File: src/core/core_status_pkg.sv
/*
 * Constants shared by the core status, accumulator and power-mode block:
 * special-register addresses, field positions, reset values, arithmetic
 * operation codes and power-mode states.
 * Assumes an 8-bit special-register space addressed by the core datapath.
 */
package core_status_pkg;

	// ------------------------------------------------------------------
	// Register addresses
	// ------------------------------------------------------------------
	localparam logic [7:0] POWER_CONTROL_ADDR   = 8'h87;
	localparam logic [7:0] STATUS_WORD_ADDR     = 8'hd0;
	localparam logic [7:0] MAIN_WORKING_ADDR    = 8'he0;
	localparam logic [7:0] SECOND_OPERAND_ADDR  = 8'hf0;

	// ------------------------------------------------------------------
	// Reset values
	// ------------------------------------------------------------------
	localparam logic [7:0] POWER_CONTROL_RST    = 8'h00;
	localparam logic [7:0] STATUS_WORD_RST      = 8'h00;
	localparam logic [7:0] MAIN_WORKING_RST     = 8'h00;
	localparam logic [7:0] SECOND_OPERAND_RST   = 8'h00;
	localparam logic [15:0] RESTART_VECTOR      = 16'h0000;

	// ------------------------------------------------------------------
	// Status word fields
	// ------------------------------------------------------------------
	localparam int CARRY_OUT_BIT    = 7;
	localparam int HALF_CARRY_BIT   = 6;
	localparam int USER_ZERO_BIT    = 5;
	localparam int BANK_HIGH_BIT    = 4;
	localparam int BANK_LOW_BIT     = 3;
	localparam int SIGN_WRAP_BIT    = 2;
	localparam int USER_ONE_BIT     = 1;
	localparam int ODD_ONES_BIT     = 0;

	// ------------------------------------------------------------------
	// Power control fields
	// ------------------------------------------------------------------
	localparam int DEEP_HALT_BIT    = 1;
	localparam int CPU_NAP_BIT      = 0;
	localparam logic [5:0] POWER_CONTROL_RESERVED_RST = 6'h00;

	// ------------------------------------------------------------------
	// Operations and states
	// ------------------------------------------------------------------
	typedef enum logic [2:0] {
		ALU_ADD  = 3'h0,
		ALU_SUM_WITH_CARRY_OP = 3'h1,
		ALU_SUBTRACT_WITH_BORROW_OP = 3'h2,
		ALU_MUL  = 3'h3,
		ALU_DIV  = 3'h4
	} aluop_e;

	typedef enum logic [1:0] {
		PWR_RUN  = 2'h0,
		PWR_NAP  = 2'h1,
		PWR_HALT = 2'h2
	} pwr_e;

endpackage

File: src/core/core_status_power.sv
/*
 * Status word, accumulator pair and power-mode control of an 8-bit core.
 * Assumes the datapath issues one arithmetic step or register access per
 * cycle on clk_sys, and that resetReq is routed back into rst.
 */
`timescale 1ns/100ps
module core_status_power (
	input  wire logic                    clk_sys,      // system clock
	input  wire logic                    rst,          // async reset
	input  wire logic [7:0]              sfrAddr,      // register address
	input  wire logic                    sfrWrEn,      // byte write strobe
	input  wire logic [7:0]              sfrWrData,    // byte write data
	input  wire logic                    sfrRdEn,      // byte read strobe
	output logic      [7:0]              sfrRdData,    // byte read data
	input  wire logic                    bitWrEn,      // bit write strobe
	input  wire logic [7:0]              bitAddr,      // bit address
	input  wire logic                    bitWrVal,     // bit write value
	input  wire logic                    aluValid,     // arithmetic step
	input  wire core_status_pkg::aluop_e aluOp,        // arithmetic op
	input  wire logic [7:0]              aluOperand,   // second operand
	input  wire logic                    instrDone,    // instruction ends
	input  wire logic                    irqWake,      // enabled irq
	input  wire logic                    wdtTimeout,   // watchdog expiry
	input  wire logic                    clkLossPin,   // clock loss input
	output logic      [7:0]              accOut,       // main register
	output logic      [7:0]              bOut,         // second register
	output logic      [7:0]              pswOut,       // status word
	output logic      [7:0]              bankBase,     // bank base address
	output logic                         cpuRun,       // core may execute
	output logic                         napActive,    // nap state
	output logic                         haltActive,   // deep halt state
	output logic                         oscStop,      // stop oscillator
	output logic                         resetReq      // internal reset
);
	import core_status_pkg::*;

	// ------------------------------------------------------------------
	// Helpers
	// ------------------------------------------------------------------
	function automatic logic [7:0] putBit(input logic [7:0] v,
	                                      input logic [2:0] idx,
	                                      input logic       b);
		logic [7:0] r;
		r = v;
		r[idx] = b;
		return r;
	endfunction

	function automatic logic hitsByte(input logic [7:0] bitA,
	                                  input logic [7:0] byteA);
		return {bitA[7:3], 3'h0} == byteA;
	endfunction

	// ------------------------------------------------------------------
	// Registers
	// ------------------------------------------------------------------
	logic [7:0] acc_ff;
	logic [7:0] nxt_acc;
	logic [7:0] b_ff;
	logic [7:0] nxt_b;
	logic [7:0] psw_ff;
	logic [7:0] nxt_psw;
	logic [7:0] bank_ff;
	logic [7:0] nxt_bank;
	logic [5:0] rsvd_ff;
	logic [5:0] nxt_rsvd;
	logic [7:0] rd_ff;
	logic [7:0] nxt_rd;
	logic       aluGo;
	logic [8:0] sum9;
	logic [4:0] low5;
	logic [15:0] prod16;
	logic       cin;

	assign aluGo = aluValid && cpuRun;

	always_comb begin
		nxt_acc  = acc_ff;
		nxt_b    = b_ff;
		nxt_psw  = psw_ff;
		nxt_rsvd = rsvd_ff;
		sum9     = 9'h000;
		low5     = 5'h00;
		prod16   = 16'h0000;
		cin      = 1'b0;
		if (sfrWrEn) begin
			case (sfrAddr)
				MAIN_WORKING_ADDR:   nxt_acc = sfrWrData;
				SECOND_OPERAND_ADDR: nxt_b = sfrWrData;
				STATUS_WORD_ADDR:    nxt_psw = sfrWrData;
				POWER_CONTROL_ADDR:  nxt_rsvd = sfrWrData[7:2];
				default:             nxt_acc = acc_ff;
			endcase
		end
		if (bitWrEn && hitsByte(bitAddr, MAIN_WORKING_ADDR)) begin
			nxt_acc = putBit(acc_ff, bitAddr[2:0], bitWrVal);
		end
		if (bitWrEn && hitsByte(bitAddr, SECOND_OPERAND_ADDR)) begin
			nxt_b = putBit(b_ff, bitAddr[2:0], bitWrVal);
		end
		if (bitWrEn && hitsByte(bitAddr, STATUS_WORD_ADDR)) begin
			nxt_psw = putBit(psw_ff, bitAddr[2:0], bitWrVal);
		end
		// An arithmetic step owns the flags it produces, so it wins over
		// a register write in the same cycle.
		if (aluGo) begin
			case (aluOp)
				ALU_ADD, ALU_SUM_WITH_CARRY_OP: begin
					cin = (aluOp == ALU_SUM_WITH_CARRY_OP) ? psw_ff[CARRY_OUT_BIT] : 1'b0;
					sum9 = {1'b0, acc_ff} + {1'b0, aluOperand} + {8'h00, cin};
					low5 = {1'b0, acc_ff[3:0]} + {1'b0, aluOperand[3:0]}
					     + {4'h0, cin};
					nxt_acc = sum9[7:0];
					nxt_psw[CARRY_OUT_BIT] = sum9[8];
					nxt_psw[HALF_CARRY_BIT] = low5[4];
					nxt_psw[SIGN_WRAP_BIT] = (acc_ff[7] == aluOperand[7])
					                      && (sum9[7] != acc_ff[7]);
				end
				ALU_SUBTRACT_WITH_BORROW_OP: begin
					cin = psw_ff[CARRY_OUT_BIT];
					sum9 = {1'b0, acc_ff} - {1'b0, aluOperand} - {8'h00, cin};
					low5 = {1'b0, acc_ff[3:0]} - {1'b0, aluOperand[3:0]}
					     - {4'h0, cin};
					nxt_acc = sum9[7:0];
					nxt_psw[CARRY_OUT_BIT] = sum9[8];
					nxt_psw[HALF_CARRY_BIT] = low5[4];
					nxt_psw[SIGN_WRAP_BIT] = (acc_ff[7] != aluOperand[7])
					                      && (sum9[7] != acc_ff[7]);
				end
				ALU_MUL: begin
					prod16 = {8'h00, acc_ff} * {8'h00, b_ff};
					nxt_acc = prod16[7:0];
					nxt_b = prod16[15:8];
					nxt_psw[CARRY_OUT_BIT] = 1'b0;
					nxt_psw[HALF_CARRY_BIT] = 1'b0;
					nxt_psw[SIGN_WRAP_BIT] = |prod16[15:8];
				end
				ALU_DIV: begin
					nxt_psw[CARRY_OUT_BIT] = 1'b0;
					nxt_psw[HALF_CARRY_BIT] = 1'b0;
					nxt_psw[SIGN_WRAP_BIT] = (b_ff == 8'h00);
					if (b_ff != 8'h00) begin
						nxt_acc = acc_ff / b_ff;
						nxt_b = acc_ff % b_ff;
					end
				end
				default: begin
					nxt_psw[CARRY_OUT_BIT] = 1'b0;
					nxt_psw[HALF_CARRY_BIT] = 1'b0;
				end
			endcase
		end
		nxt_psw[ODD_ONES_BIT] = ^nxt_acc;
		nxt_bank = {3'h0, nxt_psw[BANK_HIGH_BIT], nxt_psw[BANK_LOW_BIT],
		            3'h0};
		nxt_rd = 8'h00;
		if (sfrRdEn) begin
			case (sfrAddr)
				MAIN_WORKING_ADDR:   nxt_rd = acc_ff;
				SECOND_OPERAND_ADDR: nxt_rd = b_ff;
				STATUS_WORD_ADDR:    nxt_rd = psw_ff;
				POWER_CONTROL_ADDR:  nxt_rd = {rsvd_ff, 2'h0};
				default:             nxt_rd = 8'h00;
			endcase
		end
	end

	always_ff @(posedge clk_sys or posedge rst) begin
		if (rst) begin
			acc_ff  <= MAIN_WORKING_RST;
			b_ff    <= SECOND_OPERAND_RST;
			psw_ff  <= STATUS_WORD_RST;
			bank_ff <= 8'h00;
			rsvd_ff <= POWER_CONTROL_RESERVED_RST;
			rd_ff   <= 8'h00;
		end else begin
			acc_ff  <= nxt_acc;
			b_ff    <= nxt_b;
			psw_ff  <= nxt_psw;
			bank_ff <= nxt_bank;
			rsvd_ff <= nxt_rsvd;
			rd_ff   <= nxt_rd;
		end
	end

	assign accOut    = acc_ff;
	assign bOut      = b_ff;
	assign pswOut    = psw_ff;
	assign bankBase  = bank_ff;
	assign sfrRdData = rd_ff;

	// ------------------------------------------------------------------
	// Power modes
	// ------------------------------------------------------------------
	// The clock-loss line comes from a detector with its own clock.
	logic  lossMeta_ff;
	logic  lossSync_ff;
	pwr_e  state_ff;
	pwr_e  nxt_state;
	logic  napPend_ff;
	logic  nxt_napPend;
	logic  haltPend_ff;
	logic  nxt_haltPend;
	logic  rstReq_ff;
	logic  nxt_rstReq;
	logic  run_ff;
	logic  nap_ff;
	logic  halt_ff;
	logic  pconWr;
	logic  wantNap;
	logic  wantHalt;

	assign pconWr   = sfrWrEn && (sfrAddr == POWER_CONTROL_ADDR);
	assign wantNap  = napPend_ff || (pconWr && sfrWrData[CPU_NAP_BIT]);
	assign wantHalt = haltPend_ff || (pconWr && sfrWrData[DEEP_HALT_BIT]);

	always_comb begin
		nxt_state    = state_ff;
		nxt_napPend  = wantNap;
		nxt_haltPend = wantHalt;
		nxt_rstReq   = rstReq_ff || wdtTimeout || lossSync_ff;
		case (state_ff)
			PWR_RUN: begin
				if (instrDone && wantHalt) begin
					nxt_state    = PWR_HALT;
					nxt_haltPend = 1'b0;
					nxt_napPend  = 1'b0;
				end else if (instrDone && wantNap) begin
					nxt_state   = PWR_NAP;
					nxt_napPend = 1'b0;
				end
			end
			PWR_NAP: begin
				if (irqWake) begin
					nxt_state = PWR_RUN;
				end
			end
			PWR_HALT: begin
				nxt_state = PWR_HALT;
			end
			default: nxt_state = PWR_RUN;
		endcase
	end

	always_ff @(posedge clk_sys or posedge rst) begin
		if (rst) begin
			lossMeta_ff <= 1'b0;
			lossSync_ff <= 1'b0;
			state_ff    <= PWR_RUN;
			napPend_ff  <= 1'b0;
			haltPend_ff <= 1'b0;
			rstReq_ff   <= 1'b0;
			run_ff      <= 1'b1;
			nap_ff      <= 1'b0;
			halt_ff     <= 1'b0;
		end else begin
			lossMeta_ff <= clkLossPin;
			lossSync_ff <= lossMeta_ff;
			state_ff    <= nxt_state;
			napPend_ff  <= nxt_napPend;
			haltPend_ff <= nxt_haltPend;
			rstReq_ff   <= nxt_rstReq;
			run_ff      <= (nxt_state == PWR_RUN);
			nap_ff      <= (nxt_state == PWR_NAP);
			halt_ff     <= (nxt_state == PWR_HALT);
		end
	end

	assign cpuRun     = run_ff;
	assign napActive  = nap_ff;
	assign haltActive = halt_ff;
	assign oscStop    = halt_ff;
	assign resetReq   = rstReq_ff;
endmodule
File: config.mk
export PLATFORM = sky130hd
export DESIGN_NAME = core_status_power
export DESIGN_NICKNAME = d
export VERILOG_FILES = /design/src/core/core_status_pkg.sv /design/src/core/core_status_power.sv
export SDC_FILE = /design/constraint.sdc
export NUM_CORES = 1
export LEC_CHECK = 0
export ABC_AREA = 1
export BUFFER_PORTS_ARGS = -buffer_cell sky130_fd_sc_hd__buf_2
export CORE_ASPECT_RATIO = 1.4
export CORE_MARGIN = 1
export CORE_UTILIZATION = 60
export DETAILED_ROUTE_END_ITERATION = 16
export GPL_ROUTABILITY_DRIVEN = 1
export PLACE_DENSITY = 0.81
export SLEW_MARGIN = 20
export SYNTH_ARGS = -nofsm -noshare
export SYNTH_HDL_FRONTEND = slang
export SYNTH_SLANG_ARGS = --single-unit
File: constraint.sdc
create_clock -name clk_sys -period 13.38 [get_ports clk_sys]
set_clock_uncertainty 0.2 [all_clocks]
set_input_delay 0.669 -clock clk_sys [delete_from_list [all_inputs] [get_ports clk_sys]]
set_output_delay 0.669 -clock clk_sys [all_outputs]
set_load 0.02 [all_outputs]
* Yosys cells after proc, flatten, opt, wreduce, memory -nomap -nowiden
Index checks and enable logic that the tools add are counted.
** Word-level totals
- Output and inout bits :: 45
- Input bits :: 46
- Word-level logic and storage cells :: 116
- Bits in registers :: 50
** Operators by class
- Multiply operators :: 1
- Magnitude comparators :: 2
- Eq/ne operators :: 19
- Mux-type cells :: 36
- Div/mod/pow operators :: 2
- $add $sub $neg :: 8
- Reduce and logical (&&, ||, !) cells :: 31
** Operator list (count)
- 2-to-1 mux 8 bit :: 14
- case mux 8 bit (4 select lines) :: 2
- == test 8 bit, second input constant :: 4
- bitwise mux 8 bit :: 3
- multiplier 8 x 8 -> 16 bit :: 1
- case mux 8 bit (2 select lines) :: 1
- == test 5 bit, second input constant :: 3
- logical AND 1 bit :: 12
- adder 8 x 8 -> 9 bit :: 1
- adder 9 x 1 -> 9 bit :: 1
- subtractor 8 x 8 -> 9 bit :: 1
- subtractor 9 x 1 -> 9 bit :: 1
- divider 8 x 8 -> 8 bit :: 1
- logical NOT 8 bit :: 1
- remainder unit 8 x 8 -> 8 bit :: 1
- 2-to-1 mux 1 bit :: 8
- 2-to-1 mux 2 bit :: 4
- nonzero test 8 bit :: 1
- OR reduction 8 bit :: 1
- parity 8 bit :: 1
- == test 3 x 2 -> 1 bit, second input constant :: 2
- case mux 2 bit (3 select lines) :: 1
- AND reduction 2 bit :: 3
- nonzero test 3 bit :: 2
- other kinds (20) :: 29

* Longest topological paths before layout
Gate-level depths: netlist of the first run.
- Word-level depth :: 10
- Mapped depth :: 77
- Depth with buffers taken out :: 77

* Worst setup path before layout of the first run
OpenSTA, ideal clock, no wires.
- Path kind :: reg-to-reg
- From :: reg b_ff[0] (netlist: bOut[0])
- To :: reg psw_ff[0] (netlist: pswOut[0])
- Buffers on the path :: 0
- Data arrival time :: 9.285 ns
- Stages on the path, launching flop included :: 74
- Slack :: 3.779 ns
- Setup time :: 0.116 ns
- Clock period less this slack :: 9.601 ns
- Required time :: 13.064 ns
- Cell sequence :: dfrtp_1 > inv_1 > ha_1 > o21ai_0 > o21bai_1 > nand2_1 > inv_1 > ha_1 > o21ai_0 > nand2_1 > nand2_1 > nand2_1 > o21ai_1 > ha_1 > inv_1 > o21bai_1 > nand2_1 > nand2_1 > (+38 left out) > nand2_1 > and2_1 > ha_1 > inv_1 > nor3_1 > nand4_1 > nand3_1 > nor2_1 > o21bai_1 > nand2_1 > inv_2 > nand2_1 > nand2_1 > nand3_1 > nand2_1 > inv_1 > nand2_1 > nand2_1
** Between the ends
- Word-level cells in the longest chain between the ends :: 5
- Elaborated cells on any way between the ends :: 7
- Classes of those cells :: 1 x mul; 1 x div; 3 x mux; 2 x reduce/logical
** RTL lines
- start: declaration :: line core_status_power.sv:59 : logic [7:0] b_ff;
- start signal: assignment :: line core_status_power.sv:178 : b_ff <= nxt_b;
- divider 8 x 8 -> 8 bit / nonzero test 8 bit (equally long branches) :: line core_status_power.sv:143, core_status_power.sv:142
- 2-to-1 mux 8 bit :: line core_status_power.sv:142 : if (b_ff != 8'h00) begin
- case mux 8 bit (4 select lines) (*) :: line core_status_power.sv:107 : case (aluOp)
- 2-to-1 mux 8 bit (*) :: line core_status_power.sv:106 : if (aluGo) begin
- via nxt_acc[0] :: line core_status_power.sv:58 : logic [7:0] nxt_acc;
- parity 8 bit (*) :: line core_status_power.sv:153 : nxt_psw[ODD_ONES_BIT] = ^nxt_acc;
- via nxt_psw[0] :: line core_status_power.sv:62 : logic [7:0] nxt_psw;
- end signal: assignment :: line core_status_power.sv:179 : psw_ff <= nxt_psw;
- end: declaration :: line core_status_power.sv:61 : logic [7:0] psw_ff;
The timed path passes the listed nets; every way through them passes the cells marked *.
A chain may end at the register's enable or synchronous reset.

* Worst setup path in the final report of the first run
Ends and elaborated chain as after synthesis.

==> results.py, run 1 <==
metrics = {
    "finish": {
        "n_antenna_cell": 0,
        "fill_cells": 1278,
        "finalNetCount": 1504,
        "layout_common_cells": "nand2_1 (342), inv_1 (228), ha_1 (98), buf_2 (84), o21ai_0 (81)",
        "layoutNonFillerInstCount": 1502,
        "finish.utilization_pct": 66.4,
        "layout_commonest_cell": "nand2_1",
        "drive_gt1_share_pct": 10.1,
        "area_growth_pct": 8.15,
    },
    "placement": {
        "io_buffers": 84,
        "place_inst": 1494,
        "routabilityCongestion": 1.01,
        "dp_hpwl_um": 20600,
        "dp_slack_ns": 2.44,
    },
    "synthesis": {
        "synth_cells": 1254,
        "ys_async_sr_fraction_pct": 100,
        "ys_seq_elements": 48,
        "synth_area_mm2": 0.00819,
        "yosysSeqAreaShare_pct": 14.7,
        "yosysWarnings": 0,
        "syn_area_per_cell_um2": 6.53,
        "synth_edf_count": 0,
        "ys_types": 55,
        "synth_flop_cell": "dfrtp_1",
    },
    "floorplan": {
        "die_w_um": 101,
        "die_y_um": 140,
        "dieArea_mm2": 0.0141,
        "ios": 91,
        "initial_utilization_pct": 61.4,
        "rows": 50,
        "core_region_area_mm2": 0.0133,
    },
    "detailed_routing": {
        "vias": 8630,
        "viasPerCell": 5.75,
        "drt_iter0_drc": 586,
        "wire_per_inst_um": 17.0,
        "drc": 0,
        "dr.pass1.iters": 6,
        "ant_nets": 0,
        "routed_wl_um": 25500,
    },
    "cts": {
        "cts_root_buf": "clkbuf_16",
        "cts_tree": "yes",
        "clockBufferDepth": 2,
        "cts_resized": 0,
        "numCtsBuffers": 5,
        "post_cts_buffers": 0,
        "clk_pin_slew_worst_paths_ns": 0.07,
        "clock_latency_ns": 0.29,
        "hold_buffers": 0,
        "cts-htree-levels": 2,
        "clkSinkCount": 48,
    },
    "setup_path": {
        "crit_fanout": 14,
        "crit_arrival_ns": 11.14,
        "start_kind": "flop",
        "slowest_stage": "dfrtp_1",
        "cp-end-kind": "flop",
        "cp_common_cell": "nand2_1",
        "critical_path_required_ns": 13.36,
        "max_stage_delay_ns": 0.71,
        "crit_type": "reg2reg",
        "ff2ff_setup_slack_ns": 2.22,
    },
    "timing": {
        "rsz0062_at_grt": "false",
        "max_slew_margin_pct": 41.3,
        "worst_slack_ns": 2.22,
        "max_freq_ghz": 0.0896,
        "final.setup.tns_ns": 0,
        "hold_violations": 0,
        "setup_violations": 0,
        "fin_crit_sh_pct": 83.4,
        "drv_slew": 0,
        "tightest_slew_ns": 0.880,
        "fin_crit_ns": 11.16,
    },
    "global_route": {
        "grt_pass1_vias": 8493,
        "grt_usage_pct": 37.1,
        "grt-ovfl-total": 0,
        "grt_pass1_wl_um": 40500,
        "grt_max_degree": 49,
        "antenna_found_initial": 0,
    },
    "run_status": {
        "status": "complete, no violations",
    },
    "min_path": {
        "min_path_type": "reg2reg",
    },
    "run": {
        "maxCapViolations": 0,
    },
}
## registers in the layout (all words and copies together) (netlist names), 2 cells and up
register / cells
bOut: 8
bankBase: 2
accOut: 8
sfrRdData: 8
rsvd_ff: 6
state_ff: 2
pswOut: 6
## cell usage after synthesis (4+ instances only)
| library cell | number | share of area (%) |
|---|---|---|
| inv_1 | 229 | 11 |
| o21ai_1 | 12 | 0.73 |
| nand4_1 | 13 | 0.99 |
| dfrtp_1 | 47 | 14 |
| o22ai_1 | 10 | 0.76 |
| o21bai_1 | 7 | 0.64 |
| nand2_1 | 342 | 16 |
| nand3_1 | 68 | 4.2 |
| nor2_1 | 59 | 2.7 |
| o211ai_1 | 13 | 1.2 |
| a31oi_1 | 6 | 0.46 |
| a21oi_1 | 67 | 4.1 |
| fa_1 | 41 | 10 |
| a221oi_1 | 5 | 0.53 |
| or2_2 | 7 | 0.53 |
| clkinv_1 | 6 | 0.28 |
| ha_1 | 98 | 15 |
| xor2_1 | 16 | 1.7 |
| o21ai_0 | 81 | 5.0 |
| and2_1 | 4 | 0.31 |
| nand3b_1 | 7 | 0.64 |
| nor3_1 | 18 | 1.1 |
| clkbuf_1 | 23 | 1.1 |
| xnor2_1 | 9 | 0.96 |
| inv_2 | 7 | 0.32 |
| buf_4 | 9 | 0.83 |
| a21o_1 | 4 | 0.37 |
## per-layer routing
metal  up-vias  track usage, %  share of wire, %
met4         0            24.0               7.0
met1      4031            43.6                38
met5         -            1.47                 0
met2       343            63.3                48
li1       4129               -                 -
met3       127            4.09               6.9
## through the flow
step,hold slack (ns),instance area (um^2)
2_1_floorplan,0.131,8200
4_1_cts,0.173,8850
5_1_grt,0.178,8850
3_3_place_gp,0.132,8700
3_5_place_dp,0.158,8700
6_report,0.170,8850
## worst max-delay path: cells and delay by family, from the launching register on
kind / cells / cell delay (ns)
flops: 1 / 0.71
simple gates: 35 / 3.80
compound gates: 15 / 2.41
fa+ha+maj: 8 / 2.53
buf+inv: 13 / 1.36
## final timing paths
check	startpoint	endpoint	cells after the start
hold reg to reg	lossMeta_ff	lossSync_ff	0
min in group asynchronous	rst	lossSync_ff	2
setup / recovery	bOut[0]	pswOut[0]	71
setup reg to reg	bOut[0]	pswOut[0]	71
max in group asynchronous	rst	accOut[0]	2
hold / removal	lossMeta_ff	lossSync_ff	0
## logic make-up after synthesis
family / Yosys count / share of synthesized area, %
buffers and inverters: 279 / 13.5
xor gates and xnor gates: 25 / 2.68
adders and majority gates: 139 / 25.0
and+or+nand+nor: 539 / 28.5
other: 1 / 0.0458
DFF: 48 / 14.7
AOI/OAI and AO/OA: 223 / 15.6
## cell type report
type	count	area [um^2]	area share (%)
tap	182	228	2.57
sequential	48	1200	13.6
timing repair buffer	89	458	5.17
multi-input combinational	932	5900	66.7
inverter	243	916	10.3
clock inverter	3	22.5	0.254
clock buffer	5	125	1.41
Power of run 1 is not shown: default switching activity piles up to over one toggle a cycle in this logic, so the estimate is an artifact.
==> run 2: changes to the inputs <==
Settings changed: CORE_UTILIZATION 60 to 56, PLACE_DENSITY 0.81 to 0.8.
Clock period 13.38 ns to 10.1 ns, I/O delays scaled along.
==> results.py, run 2 (synthesis results as in run 1) <==
metrics = {
    "timing": {
        "drv_slew": 0,
        "max_slew_margin_pct": 37.6,
        "hold_violations": 0,
        "setup_violations": 0,
        "max_freq_ghz": 0.105,
        "whs_ns": 0.115,
        "fin_crit_ns": 9.54,
        "fin_crit_sh_pct": 94.4,
        "tightest_slew_ns": 0.936,
    },
    "cts": {
        "cts_root_buf": "clkbuf_16",
        "numCtsBuffers": 5,
        "clock_latency_ns": 0.29,
        "clockBufferDepth": 2,
        "clkSinkCount": 48,
        "cts-htree-levels": 2,
        "cts_tree": "yes",
        "hold_buffers": 0,
        "clk_pin_slew_worst_paths_ns": 0.07,
    },
    "setup_path": {
        "crit_type": "reg2reg",
        "max_stage_delay_ns": 0.39,
        "slowest_stage": "ha_2",
        "crit_fanout": 8,
        "ff2ff_setup_slack_ns": 0.56,
        "start_kind": "flop",
        "r2r_end": "bOut[1]",
        "crit_buf_inv": 7,
        "cp_common_cell": "nand2_1",
        "critical_path_required_ns": 10.10,
        "reg2reg_depth": 65,
        "reg2reg_from": "accOut[7]",
        "crit_family": "simple AND/OR/NAND/NOR gates",
        "cp-end-kind": "flop",
        "crit_arrival_ns": 9.54,
    },
    "global_route": {
        "grt_pass1_wl_um": 43100,
        "grt_usage_pct": 36.2,
        "grt_pass1_vias": 8517,
        "antenna_found_initial": 0,
        "grt_max_degree": 49,
        "grt-ovfl-total": 0,
    },
    "min_path": {
        "min_path_cells": 1,
        "hp-start": "clkLossPin",
        "whs_endpoint": "lossMeta_ff",
        "min_path_type": "in2reg",
    },
    "detailed_routing": {
        "dr.pass1.iters": 7,
        "drc": 0,
        "ant_nets": 0,
        "vias": 8765,
        "viasPerCell": 5.77,
        "wire_per_inst_um": 17.7,
        "drt_iter0_drc": 796,
        "routed_wl_um": 27000,
    },
    "placement": {
        "dp_hpwl_um": 21400,
        "io_buffers": 84,
        "place_inst": 1508,
        "routabilityCongestion": 1.02,
    },
    "finish": {
        "fill_cells": 1352,
        "area_growth_pct": 11.4,
        "finish.utilization_pct": 64.6,
        "layout_common_cells": "nand2_1 (340), inv_1 (225), ha_1 (96), buf_2 (84), o21ai_0 (72)",
        "finalNetCount": 1518,
        "drive_gt1_share_pct": 12.7,
        "layout_commonest_cell": "nand2_1",
        "layoutNonFillerInstCount": 1520,
    },
    "floorplan": {
        "rows": 51,
        "core_region_area_mm2": 0.0141,
        "dieArea_mm2": 0.0151,
        "initial_utilization_pct": 58.0,
        "ios": 91,
        "die_w_um": 104,
        "die_y_um": 145,
    },
    "run": {
        "maxCapViolations": 0,
    },
    "run_status": {
        "status": "complete, no violations",
    },
}
[run 2: timing repair]
item,4_1_cts,5_1_grt
endpoints found under the setup margin,1,10
pin swaps,0,7
buffers inserted,0,3
gates resized for setup,2,38
cloned,0,0
[run 2: stage by stage]
step | setup WS [ns] | area [um^2] | setup TNS, ns
3_5_place_dp | -0.00222 | 8790 | -0.00222
4_1_cts | 0.00873 | 8960 | 0
6_report | 0.561 | 9110 | 0
2_1_floorplan | 0.499 | 8200 | 0
3_3_place_gp | 0.398 | 8790 | 0
5_1_grt | -0.264 | 9110 | -1.46
[run 2: final cells by class]
class                           instances  area, um^2  share of cell area, %
Antenna cell                            1        2.50                 0.0275
Multi-Input combinational cell        932        6020                   66.0
Timing Repair Buffer                  103         563                   6.18
Clock inverter                          3        46.3                  0.508
Sequential cell                        48        1200                   13.2
Inverter                              243         927                   10.2
Clock buffer                            5         125                   1.37
Tap cell                              185         231                   2.54
[run 2: worst max path at each step]
stage	start	endpoint	depth (start not counted)
2_1_floorplan	bOut[0]	pswOut[0]	73
3_3_place_gp	accOut[7]	pswOut[0]	68
3_5_place_dp	accOut[7]	pswOut[0]	73
4_1_cts	accOut[7]	bOut[1]	67
5_1_grt	accOut[7]	bOut[1]	65
6_report	accOut[7]	bOut[1]	65
[run 2: metal layers]
layer	track usage, %	wire, um
met1	44.1	10400
met2	61.4	12800
met3	5.17	1990
met4	19.4	1750
met5	0	0
Power of run 2 is left out for the same reason.
